$ cat src/core/adc_readout_cfg.svh
// offsets, field positions and reset values of the converter register block
`ifndef ADC_READOUT_CFG_SVH
`define ADC_READOUT_CFG_SVH
`define OFS_CONTROL_ZERO   8'h00
`define OFS_CONTROL_ONE    8'h04
`define OFS_RESULT_UPPER   8'h08
`define OFS_RESULT_LOWER   8'h0c
`define OFS_STATUS         8'h10
`define RESET_CONTROL_ZERO 8'h00
`define RESET_CONTROL_ONE  8'h80
`define BIT_REF_UPPER      7
`define BIT_REF_LOWER      0
`define FLD_BUF_HI         2
`define FLD_BUF_LO         0
`define FLD_RSVD_HI        6
`define FLD_RSVD_LO        3
`define BIT_STATUS_BUSY    0
`define BIT_STATUS_RSVD    1
`define RESULT_BITS        13
`define LOWER_BITS         5
`define ADDR_LSB           2
`endif

$ cat src/core/adc_readout_pkg.sv
// types shared by the converter register block
package adc_readout_pkg;
   typedef enum logic [2:0] {
      BUF_SE_UNBUF   = 3'h0,
      BUF_SE_BUF     = 3'h1,
      BUF_DIFF_UNBUF = 3'h4,
      BUF_DIFF_BUF   = 3'h5
   } buf_mode_e;
   typedef enum logic [1:0] {
      REF_EXTERNAL = 2'h0,
      REF_INT_1V0  = 2'h1,
      REF_INT_2V0  = 2'h2,
      REF_RESERVED = 2'h3
   } ref_sel_e;
   typedef struct packed {
      logic        valid;
      logic [12:0] value;
   } result_s;
   typedef struct packed {
      logic       differential;
      logic       buffered;
      logic       reserved_code;
      ref_sel_e   reference;
   } analog_cfg_s;
endpackage : adc_readout_pkg

$ cat src/core/adc_cfg_decode.sv
// decodes buffer mode and reference level into analog steering controls
`timescale 1ns/1ps
`include "adc_readout_cfg.svh"
module adc_cfg_decode (
   input  wire logic [2:0]                 buf_sel_in,
   input  wire logic                       ref_upper_in,
   input  wire logic                       ref_lower_in,
   output adc_readout_pkg::analog_cfg_s    cfg_out
);
   import adc_readout_pkg::*;
   always_comb begin
      cfg_out = '0;
      case (buf_sel_in)
         BUF_SE_UNBUF:   cfg_out.buffered = 1'b0;
         BUF_SE_BUF:     cfg_out.buffered = 1'b1;
         BUF_DIFF_UNBUF: cfg_out.differential = 1'b1;
         BUF_DIFF_BUF: begin
            cfg_out.differential = 1'b1;
            cfg_out.buffered     = 1'b1;
         end
         // reserved codes fall back to single-ended unbuffered and are flagged
         default:        cfg_out.reserved_code = 1'b1;
      endcase
      cfg_out.reference = ref_sel_e'({ref_upper_in, ref_lower_in});
   end
endmodule : adc_cfg_decode

$ cat src/core/adc_result_readout_config.sv
// converter control registers and coherent result readout over classic wishbone
// Contract
// - buffer select 000 is single-ended unbuffered, 001 single-ended buffered, 010/011 reserved.
// - buffer select 100 is differential unbuffered, 101 differential buffered, 110/111 reserved.
// - the result is 13-bit two's complement, the upper byte register holding the top eight bits.
// - the upper byte register is read-only and writes leave the result untouched.
// - reading the upper byte latches the matching lower bits into the low-bits register.
// - reference select {upper,lower} is 00 external, 01 1.0 V, 10 2.0 V default, 11 reserved.
//
// Our own choices: the Wishbone register port and the address map.
`timescale 1ns/1ps
`include "adc_readout_cfg.svh"
module adc_result_readout_config (
   input  wire logic                        mclk_in,
   input  wire logic                        rstn_in,
   input  wire logic                        wb_cyc_in,
   input  wire logic                        wb_stb_in,
   input  wire logic                        wb_we_in,
   input  wire logic [7:0]                  wb_adr_in,
   input  wire logic [3:0]                  wb_sel_in,
   input  wire logic [31:0]                 wb_dat_in,
   output logic      [31:0]                 wb_dat_out,
   output logic                             wb_ack_out,
   input  wire adc_readout_pkg::result_s    result_in,
   input  wire logic                        conv_busy_in,
   output adc_readout_pkg::analog_cfg_s     analog_cfg_out
);
   import adc_readout_pkg::*;

   // control group: the two control bytes and the registered analog setting
   logic [7:0]              ctl0_q;
   logic [7:0]              ctl0_d;
   logic [7:0]              ctl1_q;
   logic [7:0]              ctl1_d;
   analog_cfg_s             cfg_q;
   analog_cfg_s             cfg_d;
   analog_cfg_s             cfg_dec;

   // result group: stored result, latched low bits and the busy mirror
   logic [`RESULT_BITS-1:0] result_q;
   logic [`RESULT_BITS-1:0] result_d;
   logic [`LOWER_BITS-1:0]  lower_q;
   logic [`LOWER_BITS-1:0]  lower_d;
   logic                    busy_q;
   logic                    busy_d;

   // bus group: the registered answer
   logic [31:0]             dat_q;
   logic [31:0]             dat_d;
   logic                    ack_q;
   logic                    ack_d;

   // transfer decode and read words, no state of their own
   logic                    req;
   logic                    rd_take;
   logic                    wr_take;
   logic [7:0]              wr_byte;
   logic                    hit_ctl0;
   logic                    hit_ctl1;
   logic                    hit_upper;
   logic                    hit_lower;
   logic                    hit_status;
   logic [2:0]              buf_sel;
   logic                    ref_upper;
   logic                    ref_lower;
   logic [31:0]             ctl0_word;
   logic [31:0]             ctl1_word;
   logic [31:0]             upper_word;
   logic [31:0]             lower_word;
   logic [31:0]             status_word;
   logic [31:0]             rd_word;

   // a held strobe is taken once: the !ack_q term blocks the answering cycle
   always_comb begin
      req        = wb_cyc_in && wb_stb_in && !ack_q;
      // reads ignore the byte lanes and always return the whole word
      rd_take    = req && !wb_we_in;
      // only lane 0 carries a register byte; a write without it is ignored
      wr_take    = req && wb_we_in && wb_sel_in[0];
      wr_byte    = wb_dat_in[7:0];
      // whole byte address compared, so misaligned offsets hit nothing
      hit_ctl0   = (wb_adr_in == `OFS_CONTROL_ZERO);
      hit_ctl1   = (wb_adr_in == `OFS_CONTROL_ONE);
      hit_upper  = (wb_adr_in == `OFS_RESULT_UPPER);
      hit_lower  = (wb_adr_in == `OFS_RESULT_LOWER);
      hit_status = (wb_adr_in == `OFS_STATUS);
   end

   // field views of the control bytes
   always_comb begin
      buf_sel   = ctl1_q[`FLD_BUF_HI:`FLD_BUF_LO];
      ref_upper = ctl1_q[`BIT_REF_UPPER];
      ref_lower = ctl0_q[`BIT_REF_LOWER];
   end

   adc_cfg_decode u_decode (
      .buf_sel_in   (buf_sel),
      .ref_upper_in (ref_upper),
      .ref_lower_in (ref_lower),
      .cfg_out      (cfg_dec)
   );

   // control registers
   always_comb begin
      ctl0_d = ctl0_q;
      ctl1_d = ctl1_q;
      if (wr_take && hit_ctl0) begin
         ctl0_d = wr_byte;
      end
      if (wr_take && hit_ctl1) begin
         // reserved field is stored as written; software keeps it zero
         ctl1_d = wr_byte;
      end
      // the analog side only sees a decode of whole registered bytes,
      // at the cost of one cycle between the write and the new setting
      cfg_d = cfg_dec;
   end

   // in reset the analog side gets the all-zero setting; the decode of the
   // reset bytes follows at the first edge after release
   always_ff @(posedge mclk_in or negedge rstn_in) begin
      if (!rstn_in) begin
         ctl0_q <= `RESET_CONTROL_ZERO;
         ctl1_q <= `RESET_CONTROL_ONE;
         cfg_q  <= '0;
      end else begin
         ctl0_q <= ctl0_d;
         ctl1_q <= ctl1_d;
         cfg_q  <= cfg_d;
      end
   end

   // result capture and lower-bit latch
   always_comb begin
      // only the converter moves the result; bus writes have no path here
      result_d = result_q;
      lower_d  = lower_q;
      busy_d   = conv_busy_in;
      // valid may be a pulse or a level; every high cycle overwrites
      if (result_in.valid) begin
         result_d = result_in.value;
      end
      // upper byte and low bits come from the same stored result, so the pair
      // stays coherent even when a new result lands in the cycle of the read
      if (rd_take && hit_upper) begin
         lower_d = result_q[`LOWER_BITS-1:0];
      end
   end

   // result and latch clear together, so a read straight after reset pairs zeros
   always_ff @(posedge mclk_in or negedge rstn_in) begin
      if (!rstn_in) begin
         result_q <= '0;
         lower_q  <= '0;
         busy_q   <= 1'b0;
      end else begin
         result_q <= result_d;
         lower_q  <= lower_d;
         busy_q   <= busy_d;
      end
   end

   // each readable register as a zero-padded bus word
   always_comb begin
      ctl0_word   = 32'h0;
      ctl1_word   = 32'h0;
      upper_word  = 32'h0;
      lower_word  = 32'h0;
      status_word = 32'h0;
      ctl0_word[7:0]  = ctl0_q;
      ctl1_word[7:0]  = ctl1_q;
      upper_word[7:0] = result_q[`RESULT_BITS-1:`LOWER_BITS];
      // latched bits sit at the bottom of the low-bits word
      lower_word[`LOWER_BITS-1:0] = lower_q;
      // busy lets software hold off reading a result that is still moving
      status_word[`BIT_STATUS_BUSY] = busy_q;
      status_word[`BIT_STATUS_RSVD] = cfg_q.reserved_code;
   end

   // read multiplexer
   // the order of the tests is immaterial: the hits exclude each other
   always_comb begin
      rd_word = 32'h0;
      if (hit_ctl0) begin
         rd_word = ctl0_word;
      end else if (hit_ctl1) begin
         rd_word = ctl1_word;
      end else if (hit_upper) begin
         rd_word = upper_word;
      end else if (hit_lower) begin
         rd_word = lower_word;
      end else if (hit_status) begin
         rd_word = status_word;
      end
   end

   // bus answer: one wait state, ack one cycle, data zero outside the answer
   always_comb begin
      ack_d = req;
      dat_d = 32'h0;
      if (rd_take) begin
         dat_d = rd_word;
      end
   end

   // ack and data share one register stage, so they are never a cycle apart
   always_ff @(posedge mclk_in or negedge rstn_in) begin
      if (!rstn_in) begin
         dat_q <= 32'h0;
         ack_q <= 1'b0;
      end else begin
         dat_q <= dat_d;
         ack_q <= ack_d;
      end
   end

   // every output comes straight from a register
   assign wb_dat_out     = dat_q;
   assign wb_ack_out     = ack_q;
   assign analog_cfg_out = cfg_q;
endmodule : adc_result_readout_config

$ cat config.mk
export PLATFORM = sky130hd
export DESIGN_NAME = adc_result_readout_config
export DESIGN_NICKNAME = d
export VERILOG_FILES = /design/src/core/adc_readout_pkg.sv /design/src/core/adc_cfg_decode.sv /design/src/core/adc_result_readout_config.sv
export VERILOG_INCLUDE_DIRS = /design/src /design/src/core
export SDC_FILE = /design/constraint.sdc
export NUM_CORES = 1
export LEC_CHECK = 0
export BUFFER_PORTS_ARGS = -buffer_cell sky130_fd_sc_hd__buf_2
export CORE_ASPECT_RATIO = 1.25
export CORE_MARGIN = 2
export CORE_UTILIZATION = 40
export CTS_BUF_LIST = sky130_fd_sc_hd__clkbuf_16
export CTS_CLUSTER_DIAMETER = 100
export DETAILED_ROUTE_END_ITERATION = 10
export PLACE_DENSITY = 0.77
export SYNTH_ARGS = -nofsm -noshare
export SYNTH_HDL_FRONTEND = slang
export SYNTH_SLANG_ARGS = --single-unit
export TNS_END_PERCENT = 20
$ cat constraint.sdc
create_clock -name mclk_in -period 2.4 [get_ports mclk_in]
set_input_delay 0.24 -clock mclk_in [delete_from_list [all_inputs] [get_ports mclk_in]]
set_output_delay 0.24 -clock mclk_in [all_outputs]
set_load 0.005 [all_outputs]
==> metrics <==
status complete, no violations; sequential area share after synthesis 54.93%; unrepaired setup endpoints after global routing false; Least-Margin Pin Slew 0.4825 ns; Die W 70.85 um; peak supply drop 0.2735 mV; Via density 4.912; Rows 30; sw frac between 20% and 30%; minimum clock period 2.245 ns; routed wire length roughly 4200 um; Internal 1291 uW; Primary FF master, synth dfrtp_1; starting DRC count in detailed routing 38; Placer Congestion 0.8134; # IOs 102; Synthesis Warnings 0; post-synth top area cell dfrtp_1; clock power share 39.7%; Gate Count Post-Synth 175; die outline height 87.57 um; share of cells above drive strength 1 42.17%; Max Clock Skew 0.006366 ns; crit start category flop; R2R Setup Slk 0.15 ns; Power Total 1654 uW; clock insertion delay at the later pin of the skew report between 0.2 and 0.3 ns; synth unique cells 33; Max-Cap Viols 0; Post-CTS Resized 0; core area 5405 um^2; Inst Count DP roughly 290; router iterations before antenna repair 4; Reg power frac 52.5%; share of the synthesized area in the top cell type 53.75%; CTS H-tree lvls 2; TritonCTS clock tree done; Clock Path Buffers 2; total CTS buffers 5; Slew headroom around 67%; min-delay worst type primary input to flop; initial antenna violation count 0; Worst Hold Margin 0.06533 ns; crit path max fanout 5; Post-DP HPWL 3225 um; vias in the first global route 1396; FMAX 445.4 MHz; fin crit share 93.54%; Pleak 0.001374 uW; crit end category flop; Clk pin slew, worst setup/hold paths 0.06 ns; top post-synthesis cells by area dfrtp_1 54%, mux2_2 15%, buf_4 8.1%; Via Count approximately 1400; Finished Layout Cells 294; commonest cells in the netlist 48 x dfrtp_1, 29 x mux2_2, 24 x buf_4; most frequent cell after synthesis dfrtp_1; DRT antenna net count 0; NumNets Final 293; ANT cells 0; largest net degree at the start of global routing 22; Synth Register Bits 49; final max-slew violation count 0; global route overflow 0; arrival time of the worst setup path roughly 2.4 ns; P per Cell Area 632.7 nW/um^2; average wire per standard cell 14.36 um; Clock Sinks just under 50; Logic pwr share 7.8%; share of flip-flops with an asynchronous set or reset 100.0%; Post-synth EDFFs 0; synthesized area approximately 2200 um^2; CP Class flop to flop; Total GRT Usage between 10% and 20%; final count of hold timing violations 0; setup_tns 0 ns; synth-to-layout area growth 16.97%; Mean Syn Cell Area 12.77 um^2; global-route wire length before repair 6644 um; # port buffers 50; Setup Viol. Count Final 0; Initial Utilization 41.34%; Switch Pwr roughly 360 uW; required time of the critical path ~2.6 ns; clk root buf clkbuf_16; DRC viols 0; die area ~6200 um^2
[path summary, 6_finish.rpt]
path	startpoint	end	depth (start not counted)
setup / recovery	wb_ack_out$_DFF_PN0_	lower_q[2]$_DFFE_PN0P_	4
min in group asynchronous	rstn_in	wb_ack_out$_DFF_PN0_	2
max in group asynchronous	rstn_in	ctl1_q[7]$_DFFE_PN1P_	3
setup reg to reg	wb_ack_out$_DFF_PN0_	lower_q[2]$_DFFE_PN0P_	4
hold / removal	conv_busy_in	busy_q$_DFF_PN0_	1
hold reg to reg	ctl1_q[7]$_DFFE_PN1P_	analog_cfg_out[1]$_DFF_PN0_	0
[power by group through the flow]
stage | combinational, uW | sequential [uW] | clock [uW]
2_1_floorplan | 93.6 | 879 | 0
3_3_place_gp | 126 | 883 | 0
3_5_place_dp | 129 | 884 | 0
4_1_cts | 131 | 869 | 676
5_1_grt | 145 | 871 | 710
6_report | 129 | 869 | 656
[routing by layer]
metal  vias to the layer above  track usage (%)  wire, um
met4                         0            5.146        51
met3                         5            4.603       270
met2                        52            25.49      2206
met1                       713            15.47      1695
met5                         -                0         0
li1                        674                -         -
[registers in the layout (all words and copies together) (netlist names)]
register and cells:
result_q 13, ctl0_q 8, wb_dat_out 8, analog_cfg_out 5, lower_q 5, wb_ack_out 1
ctl1_q 8, busy_q 1
[cells by family (layout without fill, tap and decap cells)]
group                  count (synthesis)  after routing  share of synthesized area [%]
DFF                                   49             49                          54.93
muxes                                 40             40                          20.66
and+or+nand+nor                       37             37                          9.239
buffers and inverters                 32             64                          9.798
AOI/OAI and AO/OA                     16             16                          5.207
other                                  1             24                         0.1678
[per-stage QoR]
step / instance area [um^2] / setup WS, ns / utilization, %
final: 2614 / 0.1550 / 48.36
after global routing: 2614 / 0.09621 / 48.36
after CTS: 2614 / 0.1519 / 48.36
after detailed placement: 2466 / 0.1557 / 45.63
after global placement: 2466 / 0.1660 / 45.63
after floorplan: 2321 / 0.2043 / -
[area by class of cell]
cell class              instances  area, um^2
multi-input cells             117       874.6
inverters                       1       3.754
well taps                      64       80.08
flip-flops and latches         49        1227
clock inverters                 3       12.51
fillers                       490        2791
clock buffers                   5       125.1
repair buffers                 55       290.3
[worst max-delay path, cell delays in order, from the launching register on]
cell	delay (ns)
dfrtp_1	0.39
or4bb_1	0.55
or4_1	0.48
or2_1	0.37
mux2_4	0.33
[what timing repair did]
item / 4_1_cts / 5_1_grt
hold buffers: 1 / 0
endpoints found under the hold margin: 11 / 0
buffers inserted: 0 / 0
[cells in the final DEF, fill, tap and decap left out, drive strengths merged]
master       count
a2111oi          5
a21boi           2
a21oi            5
and2b            1
and3b            1
buf             54
clkbuf           5
clkinv           1
conb            24
dfrtp           48
dfstp            1
dlygate4sd3      1
inv              3
mux2            34
mux2i            6
nand2            2
nand2b           1
nand4b           1
nand4bb          1
nor2            18
nor2b            3
nor3             2
nor4             1
o22ai            2
o32a             2
or2              1
or3              2
or4              2
or4bb            1
No activity file was read; power rests on OpenSTA's default activity.
